### src/pkg/cbg_map.svh
// Register offsets, field positions, reset values and timing counts
`ifndef CBG_MAP_SVH
`define CBG_MAP_SVH

// -----------------------------------------------------------------------------
// Register map (byte addresses)
// -----------------------------------------------------------------------------
`define CBG_CTRL_OFFSET 4'h0
`define CBG_STAT_OFFSET 4'h4
`define CBG_ADDR_BITS 4

// -----------------------------------------------------------------------------
// Control register fields
// -----------------------------------------------------------------------------
`define CBG_EN_BIT 7
`define CBG_WIDTH_MSB 4
`define CBG_WIDTH_LSB 0
`define CBG_WIDTH_RESET 5'h1f
`define CBG_EN_RESET 1'b0

// -----------------------------------------------------------------------------
// Status register fields
// -----------------------------------------------------------------------------
`define CBG_ST_POS_LSB 0
`define CBG_ST_POS_MSB 4
`define CBG_ST_SLOT_BIT 8
`define CBG_ST_REQ_BIT 9
`define CBG_ST_CLK_BIT 10
`define CBG_ST_DMA_BIT 11
`define CBG_ST_EN_BIT 12

// -----------------------------------------------------------------------------
// Frame timing
// -----------------------------------------------------------------------------
`define CBG_FRAME_PERIODS 5'h1f
`define CBG_POS_LAST 5'h1e

// -----------------------------------------------------------------------------
// Bus answers
// -----------------------------------------------------------------------------
`define CBG_RESP_OKAY 2'h0
`define CBG_RESP_DECERR 2'h3

`endif

### src/pkg/cbg_pkg.sv
// Types shared by the burst gating modules
package cbg_pkg;

    typedef enum logic [1:0] {
        CBG_RUN,
        CBG_REQ,
        CBG_OFF,
        CBG_REL
    } cbg_state_t;

    typedef logic [4:0] cbg_width_t;

endpackage

### src/pkg/cbg_frame_if.sv
// Carrier between the control core and the frame timer
`timescale 1ns/1ps
`default_nettype none

interface cbg_frame_if;
    import cbg_pkg::*;
    logic slow_tick;
    cbg_width_t width;
    cbg_width_t frame_pos;
    logic slot_on;

    modport timer (input slow_tick, input width, output frame_pos, output slot_on);
    modport ctrl (output slow_tick, output width, input frame_pos, input slot_on);
endinterface

`default_nettype wire

### src/hw/cbg_top.sv
// Core clock burst gating with AXI4-Lite register access
`timescale 1ns/1ps
`default_nettype none
`include "cbg_map.svh"

module cbg_top
    import cbg_pkg::*;
(
    input wire logic mclk, // System master clock, 100 MHz
    input wire logic rst_n, // Synchronous reset, active low
    input wire logic slow_32k_clock, // 32 kHz pin, asynchronous
    input wire logic wake_event, // Wake-up or any interrupt, masked or not
    input wire logic core_bus_grant, // Core gives up the bus
    input wire logic dma_busy, // DMA access in progress
    output logic core_gated_clock_en, // Enable for the core clock gate
    output logic core_bus_req, // Bus request to the core
    output logic dma_bus_grant, // Bus grant to the DMA controller
    input wire logic [3:0] s_axi_awaddr, // Write address
    input wire logic s_axi_awvalid, // Write address valid
    output logic s_axi_awready, // Write address ready
    input wire logic [31:0] s_axi_wdata, // Write data
    input wire logic [3:0] s_axi_wstrb, // Write strobes
    input wire logic s_axi_wvalid, // Write data valid
    output logic s_axi_wready, // Write data ready
    output logic [1:0] s_axi_bresp, // Write response
    output logic s_axi_bvalid, // Write response valid
    input wire logic s_axi_bready, // Write response ready
    input wire logic [3:0] s_axi_araddr, // Read address
    input wire logic s_axi_arvalid, // Read address valid
    output logic s_axi_arready, // Read address ready
    output logic [31:0] s_axi_rdata, // Read data
    output logic [1:0] s_axi_rresp, // Read response
    output logic s_axi_rvalid, // Read data valid
    input wire logic s_axi_rready // Read data ready
);

    // -------------------------------------------------------------------------
    // Declarations
    // -------------------------------------------------------------------------
    cbg_frame_if frm ();
    cbg_state_t state_r;
    cbg_state_t state_nxt;
    cbg_width_t width_r;
    logic enable_r;
    logic clk_en_r;
    logic bus_req_r;
    logic dma_grant_r;
    logic slow_meta_r;
    logic slow_sync_r;
    logic slow_prev_r;
    logic aw_full_r;
    logic w_full_r;
    logic [3:0] awaddr_r;
    logic [31:0] wdata_r;
    logic [3:0] wstrb_r;
    logic awready_r;
    logic wready_r;
    logic bvalid_r;
    logic [1:0] bresp_r;
    logic arready_r;
    logic rvalid_r;
    logic [1:0] rresp_r;
    logic [31:0] rdata_r;
    logic wr_fire;
    logic ctrl_wr;
    logic slot_go;
    logic wake_hit;
    logic [31:0] ctrl_word;
    logic [31:0] stat_word;

    // -------------------------------------------------------------------------
    // Slow clock synchroniser and rising-edge tick
    // -------------------------------------------------------------------------
    always_ff @(posedge mclk) begin
        if (!rst_n) begin
            slow_meta_r <= 1'b0;
            slow_sync_r <= 1'b0;
            slow_prev_r <= 1'b0;
        end else begin
            slow_meta_r <= slow_32k_clock;
            slow_sync_r <= slow_meta_r;
            slow_prev_r <= slow_sync_r;
        end
    end

    assign frm.slow_tick = slow_sync_r & ~slow_prev_r;
    assign frm.width = width_r;

    cbg_frame u_frame (
        .mclk (mclk),
        .rst_n (rst_n),
        .frm (frm)
    );

    // -------------------------------------------------------------------------
    // Register write decode
    // -------------------------------------------------------------------------
    assign wr_fire = aw_full_r & w_full_r & ~bvalid_r;
    assign ctrl_wr = wr_fire & (awaddr_r == `CBG_CTRL_OFFSET) & wstrb_r[0];

    // -------------------------------------------------------------------------
    // Control register: enable and width
    // -------------------------------------------------------------------------
    // Any interrupt counts, whether or not the core masks it
    assign wake_hit = wake_event & enable_r;

    always_ff @(posedge mclk) begin
        if (!rst_n) begin
            enable_r <= `CBG_EN_RESET;
        end else if (ctrl_wr) begin
            enable_r <= wdata_r[`CBG_EN_BIT];
        end else if (wake_hit) begin
            enable_r <= 1'b0;
        end
    end

    // Width is touched by software writes only, never by enable or wake
    always_ff @(posedge mclk) begin
        if (!rst_n) begin
            width_r <= `CBG_WIDTH_RESET;
        end else if (ctrl_wr) begin
            width_r <= wdata_r[`CBG_WIDTH_MSB:`CBG_WIDTH_LSB];
        end
    end

    // -------------------------------------------------------------------------
    // Gating state machine
    // -------------------------------------------------------------------------
    // Core owns the clock while gating is off or its slot is running
    assign slot_go = ~enable_r | wake_event | frm.slot_on;

    always_comb begin
        state_nxt = state_r;
        unique case (state_r)
            CBG_RUN: begin
                if (!slot_go) begin
                    state_nxt = CBG_REQ;
                end
            end
            CBG_REQ: begin
                if (slot_go) begin
                    state_nxt = CBG_RUN;
                end else if (core_bus_grant) begin
                    state_nxt = CBG_OFF;
                end
            end
            CBG_OFF: begin
                if (slot_go) begin
                    state_nxt = CBG_REL;
                end
            end
            CBG_REL: begin
                if (!dma_busy) begin
                    state_nxt = CBG_RUN;
                end
            end
        endcase
    end

    always_ff @(posedge mclk) begin
        if (!rst_n) begin
            state_r <= CBG_RUN;
        end else begin
            state_r <= state_nxt;
        end
    end

    // -------------------------------------------------------------------------
    // Core clock enable, registered so it moves only on mclk edges
    // -------------------------------------------------------------------------
    // Master clock itself is never gated here; only the core's enable is
    always_ff @(posedge mclk) begin
        if (!rst_n) begin
            clk_en_r <= 1'b1;
        end else if (state_nxt == CBG_OFF) begin
            clk_en_r <= 1'b0;
        end else begin
            clk_en_r <= 1'b1;
        end
    end

    // -------------------------------------------------------------------------
    // Bus request to the core
    // -------------------------------------------------------------------------
    always_ff @(posedge mclk) begin
        if (!rst_n) begin
            bus_req_r <= 1'b0;
        end else begin
            bus_req_r <= (state_nxt != CBG_RUN);
        end
    end

    // -------------------------------------------------------------------------
    // Bus grant to the DMA controller
    // -------------------------------------------------------------------------
    // Drops on leaving OFF, before the core request is released
    always_ff @(posedge mclk) begin
        if (!rst_n) begin
            dma_grant_r <= 1'b0;
        end else begin
            dma_grant_r <= (state_nxt == CBG_OFF);
        end
    end

    assign core_gated_clock_en = clk_en_r;
    assign core_bus_req = bus_req_r;
    assign dma_bus_grant = dma_grant_r;

    // -------------------------------------------------------------------------
    // AXI4-Lite write address and data capture
    // -------------------------------------------------------------------------
    always_ff @(posedge mclk) begin
        if (!rst_n) begin
            aw_full_r <= 1'b0;
            awready_r <= 1'b1;
            awaddr_r <= 4'h0;
        end else if (s_axi_awvalid && awready_r) begin
            aw_full_r <= 1'b1;
            awready_r <= 1'b0;
            awaddr_r <= s_axi_awaddr;
        end else if (wr_fire) begin
            aw_full_r <= 1'b0;
        end else if (bvalid_r && s_axi_bready) begin
            awready_r <= 1'b1;
        end
    end

    always_ff @(posedge mclk) begin
        if (!rst_n) begin
            w_full_r <= 1'b0;
            wready_r <= 1'b1;
            wdata_r <= 32'h0000_0000;
            wstrb_r <= 4'h0;
        end else if (s_axi_wvalid && wready_r) begin
            w_full_r <= 1'b1;
            wready_r <= 1'b0;
            wdata_r <= s_axi_wdata;
            wstrb_r <= s_axi_wstrb;
        end else if (wr_fire) begin
            w_full_r <= 1'b0;
        end else if (bvalid_r && s_axi_bready) begin
            wready_r <= 1'b1;
        end
    end

    // -------------------------------------------------------------------------
    // AXI4-Lite write response
    // -------------------------------------------------------------------------
    always_ff @(posedge mclk) begin
        if (!rst_n) begin
            bvalid_r <= 1'b0;
            bresp_r <= `CBG_RESP_OKAY;
        end else if (wr_fire) begin
            bvalid_r <= 1'b1;
            if (awaddr_r == `CBG_CTRL_OFFSET || awaddr_r == `CBG_STAT_OFFSET) begin
                bresp_r <= `CBG_RESP_OKAY;
            end else begin
                bresp_r <= `CBG_RESP_DECERR;
            end
        end else if (bvalid_r && s_axi_bready) begin
            bvalid_r <= 1'b0;
        end
    end

    assign s_axi_awready = awready_r;
    assign s_axi_wready = wready_r;
    assign s_axi_bvalid = bvalid_r;
    assign s_axi_bresp = bresp_r;

    // -------------------------------------------------------------------------
    // Read data words
    // -------------------------------------------------------------------------
    // Reserved bits 6..5 always read zero
    always_comb begin
        ctrl_word = 32'h0000_0000;
        ctrl_word[`CBG_EN_BIT] = enable_r;
        ctrl_word[`CBG_WIDTH_MSB:`CBG_WIDTH_LSB] = width_r;
    end

    always_comb begin
        stat_word = 32'h0000_0000;
        stat_word[`CBG_ST_POS_MSB:`CBG_ST_POS_LSB] = frm.frame_pos;
        stat_word[`CBG_ST_SLOT_BIT] = frm.slot_on;
        stat_word[`CBG_ST_REQ_BIT] = bus_req_r;
        stat_word[`CBG_ST_CLK_BIT] = clk_en_r;
        stat_word[`CBG_ST_DMA_BIT] = dma_grant_r;
        stat_word[`CBG_ST_EN_BIT] = enable_r;
    end

    // -------------------------------------------------------------------------
    // AXI4-Lite read channel
    // -------------------------------------------------------------------------
    always_ff @(posedge mclk) begin
        if (!rst_n) begin
            arready_r <= 1'b1;
            rvalid_r <= 1'b0;
            rresp_r <= `CBG_RESP_OKAY;
            rdata_r <= 32'h0000_0000;
        end else if (s_axi_arvalid && arready_r) begin
            arready_r <= 1'b0;
            rvalid_r <= 1'b1;
            if (s_axi_araddr == `CBG_CTRL_OFFSET) begin
                rdata_r <= ctrl_word;
                rresp_r <= `CBG_RESP_OKAY;
            end else if (s_axi_araddr == `CBG_STAT_OFFSET) begin
                rdata_r <= stat_word;
                rresp_r <= `CBG_RESP_OKAY;
            end else begin
                rdata_r <= 32'h0000_0000;
                rresp_r <= `CBG_RESP_DECERR;
            end
        end else if (rvalid_r && s_axi_rready) begin
            rvalid_r <= 1'b0;
            arready_r <= 1'b1;
        end
    end

    assign s_axi_arready = arready_r;
    assign s_axi_rvalid = rvalid_r;
    assign s_axi_rresp = rresp_r;
    assign s_axi_rdata = rdata_r;

endmodule // cbg_top

`default_nettype wire

### src/hw/cbg_frame.sv
// Frame timer: 31 slow-clock periods per frame, on-slot from width
`timescale 1ns/1ps
`default_nettype none
`include "cbg_map.svh"

module cbg_frame
    import cbg_pkg::*;
(
    input wire logic mclk, // System master clock
    input wire logic rst_n, // Synchronous reset, active low
    cbg_frame_if.timer frm // Tick in, position and slot out
);

    cbg_width_t pos_r;

    // -------------------------------------------------------------------------
    // Frame position, wraps after the last slow period
    // -------------------------------------------------------------------------
    always_ff @(posedge mclk) begin
        if (!rst_n) begin
            pos_r <= 5'h00;
        end else if (frm.slow_tick) begin
            if (pos_r == `CBG_POS_LAST) begin
                pos_r <= 5'h00;
            end else begin
                pos_r <= pos_r + 5'h01;
            end
        end
    end

    // Slot holds while position is below width; 31 never ends, 0 never starts
    assign frm.slot_on = (pos_r < frm.width);
    assign frm.frame_pos = pos_r;

endmodule // cbg_frame

`default_nettype wire

### config.mk
export PLATFORM = sky130hd
export DESIGN_NAME = cbg_top
export DESIGN_NICKNAME = d
export VERILOG_FILES = /design/src/pkg/cbg_pkg.sv /design/src/pkg/cbg_frame_if.sv /design/src/hw/cbg_top.sv /design/src/hw/cbg_frame.sv
export VERILOG_INCLUDE_DIRS = /design/src /design/src/pkg
export SDC_FILE = /design/constraint.sdc
export NUM_CORES = 1
export LEC_CHECK = 0
export ABC_AREA = 1
export BUFFER_PORTS_ARGS = -buffer_cell sky130_fd_sc_hd__buf_2
export CAP_MARGIN = 20
export CORE_MARGIN = 2
export CORE_UTILIZATION = 42
export CTS_BUF_LIST = sky130_fd_sc_hd__clkbuf_16
export DETAILED_ROUTE_END_ITERATION = 10
export MAX_ROUTING_LAYER = met4
export PLACE_DENSITY_LB_ADDON = 0.25
export SKIP_LAST_GASP = 1
export SLEW_MARGIN = 10
export SYNTH_ARGS = -nofsm -noshare
export SYNTH_HDL_FRONTEND = slang
export SYNTH_SLANG_ARGS = --single-unit
### constraint.sdc
create_clock -name mclk -period 1.5 [get_ports mclk]
set_input_delay 0.3 -clock mclk [delete_from_list [all_inputs] [get_ports mclk]]
set_output_delay 0.3 -clock mclk [all_outputs]
set_load 0.01 [all_outputs]
### Word-level counts from Yosys, hierarchy flattened

Cells that the tools add are included.

| storage, ports and cells | value |
|---|---|
| memory bits (writable) | 0 |
| output and inout port bits | 44 |
| input bits | 55 |
| latch bits | 0 |
| register bits | 75 |
| logic and storage cells | 92 |
| ROM bits | 0 |
| memories kept | 0 |

| cells by class | value |
|---|---|
| reductions and logical operators | 19 |
| multipliers | 0 |
| shifts and indexed selects | 0 |
| bitwise operators | 11 |
| divide/modulo/power cells | 0 |
| eq/ne operators | 9 |
| magnitude comparators | 1 |
| add/subtract/negate cells | 1 |
| mux-type cells | 28 |

Operator list:

| operator | count |
|---|---|
| 13-bit two-way mux | 2 |
| 1-bit two-way mux | 16 |
| 2-bit two-way mux | 8 |
| 2-bit nonzero test | 8 |
| 4-bit by 3-bit equality test with 1-bit output, second input constant | 2 |
| 4-bit zero test | 2 |
| 2-bit one-hot mux with 4 select lines | 1 |
| 1-bit AND | 6 |
| 2-bit equality test, second input constant | 3 |
| 5-bit by 1-bit adder with 5-bit output, second input constant | 1 |
| 5-bit equality test, second input constant | 1 |
| 1-bit logical AND | 5 |
| 5-bit < comparator | 1 |
| 5-bit two-way mux | 1 |
| 2-bit by 1-bit != test with 1-bit output, second input constant | 2 |
| 2-bit AND reduction | 2 |
| 1-bit NOT | 3 |
| 2-bit by 1-bit equality test with 1-bit output, second input constant | 1 |
| 2-bit zero test | 1 |
| 1-bit bitwise OR | 2 |
| 1-bit logical OR | 1 |

### Logic depth before layout (Yosys ltp)

| logic depth | value |
|---|---|
| word-level depth | 7 |
| mapped depth | 11 |
| mapped depth without buffers | 11 |

### Hierarchy

Synthesis repeated with hierarchy kept, for this count alone.

| second synthesis, totals | value |
|---|---|
| cell total of the unflattened synthesis | 318 |
| area, all modules | 2371.0 sq um |

By module, submodules not included:

| module | instances | area each (sq um) | sequential area each (sq um) | cells an instance |
|---|---|---|---|---|
| cbg_top | 1 | 2003.2 | 900.9 | 262 |
| cbg_frame | 1 | 367.9 | 100.1 | 56 |

### Worst setup path after synthesis

No wires, ideal clock.

| timing path | value |
|---|---|
| path kind | reg2reg |
| start point | register width_r[4] (netlist: frm.width[4]) |
| end point | register bus_req_r (netlist: core_bus_req) |
| arrival time | 1.266 ns |
| path slack | 0.120 ns |
| path buffers | 0 |
| period minus slack after synthesis | 1.380 ns |
| setup time | 0.114 ns |
| stages on the path, launching flop included | 9 |
| data required time | 1.386 ns |
| cells stage by stage | dfxtp_1 -> inv_1 -> ha_1 -> a21oi_1 -> nand3_1 -> nand3_1 -> nand3_1 -> nand2_1 -> nand2_1 |

| on the way | value |
|---|---|
| cells in the longest elaborated chain, start to end | 5 |
| elaborated cells between the ends (all ways) | 7 |
| those cells by class | order compare: 1; mux: 4; bitwise: 1; reduce/logical: 1 |

Ends and longest elaborated chain:

| what | RTL line | RTL |
|---|---|---|
| from (decl) | cbg_top.sv:43 | `cbg_width_t width_r;` |
| from (signal assigned) | cbg_top.sv:120 | `` width_r <= `CBG_WIDTH_RESET; `` |
| from (signal assigned) | cbg_top.sv:122 | `` width_r <= wdata_r[`CBG_WIDTH_MSB:`CBG_WIDTH_LSB]; `` |
| 5-bit < comparator * | cbg_frame.sv:32 | `assign frm.slot_on = (pos_r < frm.width);` |
| 1-bit bitwise OR * | cbg_top.sv:130 | `assign slot_go = ~enable_r \| wake_event \| frm.slot_on;` |
| 2-bit two-way mux (on tied branches) | cbg_top.sv:148, cbg_top.sv:136, cbg_top.sv:141 |  |
| 2-bit one-hot mux with 4 select lines * | cbg_top.sv:134 | `unique case (state_r)` |
| 2-bit nonzero test * | cbg_top.sv:189 | `bus_req_r <= (state_nxt != CBG_RUN);` |
| to (signal assigned) | cbg_top.sv:189 |  |
| to (decl) | cbg_top.sv:46 | `logic bus_req_r;` |

Mark *: on every way between the ends. The rest lies on a longest branch, timed or not.
A chain may end at the register's enable or synchronous reset.

### Worst setup path in the final report

| timing path | value |
|---|---|
| start point | register width_r[3] (netlist: frm.width[3]) |
| end point | register clk_en_r (netlist: core_gated_clock_en) |

| on the way | value |
|---|---|
| cells in the longest elaborated chain, start to end | 6 |
| elaborated cells between the ends (all ways) | 8 |
| those cells by class | order compare: 1; eq/ne: 1; mux: 5; bitwise: 1 |

Ends and longest elaborated chain:

| what | RTL line | RTL |
|---|---|---|
| 5-bit < comparator * | cbg_frame.sv:32 |  |
| 1-bit bitwise OR * | cbg_top.sv:130 |  |
| 2-bit two-way mux (on tied branches) | cbg_top.sv:148, cbg_top.sv:136, cbg_top.sv:141 |  |
| 2-bit one-hot mux with 4 select lines * | cbg_top.sv:134 |  |
| 2-bit equality test * | cbg_top.sv:175 | `end else if (state_nxt == CBG_OFF) begin` |
| 1-bit two-way mux * | cbg_top.sv:175 |  |
| to (signal assigned) | cbg_top.sv:174 | `clk_en_r <= 1'b1;` |
| to (signal assigned) | cbg_top.sv:176 | `clk_en_r <= 1'b0;` |
| to (signal assigned) | cbg_top.sv:178 | `clk_en_r <= 1'b1;` |
| to (decl) | cbg_top.sv:45 | `logic clk_en_r;` |

Marks and branches as above.

==> results.py <==
metrics = {
    "power_and_ir_drop": {
        "post-layout-total-power_mw": 2.88,
        "ir_drop_worst_vdd_mv": 0.824,
        "power.density_mw_per_mm2": 1040,
        "leakagePower_nw": 1.34,
    },
    "timing": {
        "hold-worst-slack_ns": 0.195,
        "layout_min_cycle_time_ns": 1.47,
        "timing.fmax_mhz": 680,
        "finalClockSkew_ns": 0.00562,
        "rsz0062_at_grt": "true",
        "setup_violations": 0,
        "timing_hold_violations_final": 0,
        "final_min_period_over_clock_period": 0.981,
        "timing.final.max_slew_violations": 0,
        "finalSetupTns_ns": 0,
    },
    "logic_synthesis": {
        "synthDominantCellAreaShare": 0.461,
        "syn_area_mm2": 0.00217,
        "ys_async_sr_fraction": 0,
        "synth_area_per_cell_um2": 7.75,
        "post-synth-top-area-cell": "dfxtp_1",
        "synth_warnings": 0,
        "synth_edf_count": 0,
        "yosys.cell_types.count": 32,
        "synth.area.top_cells": "dfxtp_1, nand2_1, buf_4",
        "netlist_top_cells_count": "nand2_1, dfxtp_1, nor2_1",
        "yosys_most_used_dff": "dfxtp_1",
        "syn_inst": 280,
        "synth-seq-area-share": 0.461,
        "synth.ff_latch_count": 50,
        "yosys.cell_count.top_type": "nand2_1",
    },
    "cells_and_area": {
        "area.growth.synth_to_final_pct": 27.5,
        "finalNetCount": 410,
        "drive_above_1_share": 0.298,
        "antennaDiodeCount": 0,
        "fill_cells": 500,
    },
    "cts": {
        "cts-root-to-sink-buffers": 2,
        "cts-hold-fix-buffers": 0,
        "clk_pin_slew_worst_paths_ns": 0.06,
        "ctsHtreeMaxLevel": 2,
        "cts_num_sinks": 50,
        "clock_tree.root_cell": "clkbuf_16",
        "cts-buffers-inserted": 5,
        "tritoncts": "built",
        "clk-insertion-delay-late_ns": 0.28,
    },
    "drt": {
        "drt_wl_total_um": 4220,
        "routed_antenna_nets": 0,
        "avgViaCountPerCell": 4.38,
        "wl_per_cell_um": 10.1,
        "drt_iter0_markers": 86,
        "drt_pre_antenna_iters": 4,
        "drcViolationCount": 0,
        "num_vias": 1836,
    },
    "global_routing": {
        "grt_antenna_before_repair": 0,
        "largest_net_degree_at_the_start_of_global_routing": 15,
        "grt_pass1_wl_um": 6540,
        "grt_remaining_overflow": 0,
        "global_route.usage.total": 0.152,
        "first_global_vias": 1584,
    },
    "setup_path": {
        "worstPathMaxFanout": 3,
        "timing.critical_path.required_ns": 1.67,
        "start_kind": "flip-flop",
        "critPathArrivalTime_ns": 1.64,
        "crit_type": "flip-flop to flip-flop",
        "endpoint_kind": "flip-flop",
    },
    "status": {
        "status": "finished, final reports clean",
    },
    "floorplanning": {
        "io_pins": 99,
        "die_area_mm2": 0.00576,
        "die_width_um": 75.9,
        "core_area_mm2": 0.00504,
        "floorplan.initialDensity": 0.430,
        "rows": 26,
        "die_h_um": 75.9,
    },
    "place": {
        "dp_hpwl_um": 3090,
        "port-buffer-count": 48,
        "routabilityCongestion": 0.854,
    },
    "run": {
        "maxCapViolations": 0,
    },
    "min_path": {
        "hp-class": "primary input to flip-flop",
    },
}
[through the flow]
stage / utilization / setup slack [ns] / instance area, µm² / instances
3_5_place_dp: 0.496 / -0.0450 / 2500 / 406
6_report: 0.549 / 0.0284 / 2770 / 419
4_1_cts: 0.529 / 0.00153 / 2670 / 413
3_3_place_gp: 0.496 / 0.00122 / 2500 / 406
2_1_floorplan: - / 0.120 / 2240 / 300
5_1_grt: 0.549 / -0.0865 / 2770 / 419
[kinds of logic (layout without fill, tap and decap cells)]
logic type / Yosys count / after routing / share of synthesized area
AOI/OAI and AO/OA: 46 / 46 / 0.119
xor gates and xnor gates: 1 / 1 / 0.00404
adders and majority gates: 6 / 6 / 0.0346
buffers and inverters: 58 / 107 / 0.142
DFF: 50 / 50 / 0.461
other: 1 / 21 / 0.00173
and+or+nand+nor: 118 / 118 / 0.237
[report_power, final]
group	leakage, nW	internal [mW]	switching, mW
Sequential	0.407	1.38	0.0313
Clock	0.0773	0.771	0.441
Combinational	0.860	0.0943	0.156
[cell type report]
| class | instances | area, µm² | share of cell area |
|---|---|---|---|
| tap | 70 | 87.6 | 0.0317 |
| timing repair buffer | 70 | 405 | 0.147 |
| clock buffer | 5 | 125 | 0.0452 |
| clock inverter | 2 | 33.8 | 0.0122 |
| sequential | 50 | 1010 | 0.364 |
| multi-input combinational | 192 | 995 | 0.360 |
| inverter | 30 | 114 | 0.0412 |
[per-layer routing]
layer | up-vias | part of all wire | global-route usage
met2 | 58 | 0.45 | 0.240
met1 | 779 | 0.48 | 0.194
met4 | 0 | 0.016 | 0.0546
li1 | 992 | - | -
met3 | 7 | 0.056 | 0.0278
met5 | - | 0 | -
[placed cells by master, fill, tap and decap left out]
master / count
conb_1: 21
nor3_1: 1
a21oi_1: 15
nand4_1: 3
a32oi_1: 1
nand2_1: 57
inv_2: 5
nor3b_1: 1
clkbuf_16: 5
nand4_2: 1
nor2_2: 3
o21ai_1: 1
bufinv_16: 1
clkinv_2: 1
dfxtp_1: 46
nor2_4: 1
a211oi_1: 1
a21oi_2: 2
inv_1: 23
o21ai_0: 16
dfxtp_2: 4
nor3_4: 1
buf_2: 48
buf_4: 22
a21o_1: 1
o211ai_1: 4
xor2_1: 1
ha_4: 3
clkinv_1: 2
nand3_2: 3
nand2_2: 4
nor2_1: 34
a31oi_1: 5
ha_1: 3
nand3_1: 9
[sequential cells by signal (all words and copies together), names as in the netlist, 2 cells and up]
name and cells:
u_frame.frm.frame_pos 5, frm.width 5, s_axi_rdata 11, wdata_r 6
awaddr_r 4, state_r 2
[worst paths after layout]
check,from,endpoint,slack (ns),depth (start not counted)
hold / removal,slow_32k_clock,slow_meta_r,0.19,3
setup / recovery,frm.width[3],core_gated_clock_en,0.03,9
hold reg to reg,slow_meta_r,slow_sync_r,0.41,2
setup reg to reg,frm.width[3],core_gated_clock_en,0.03,9
[worst max-delay path, cell delays in order, from the launching register on]
cell and delay [ns]:
dfxtp_2 0.34, inv_2 0.04, ha_1 0.27, nand2_2 0.06, nor2_1 0.10, nand2_1 0.10, nand3_2 0.09, nand4_1 0.13
a21oi_2 0.18, nand2_1 0.06
[timing repair]
item,CTS,global route
gates resized for setup,3,14
pin swaps,0,9
setup buffers,0,6
endpoints found under the setup margin,3,5
(Power assumes the default switching activity.)
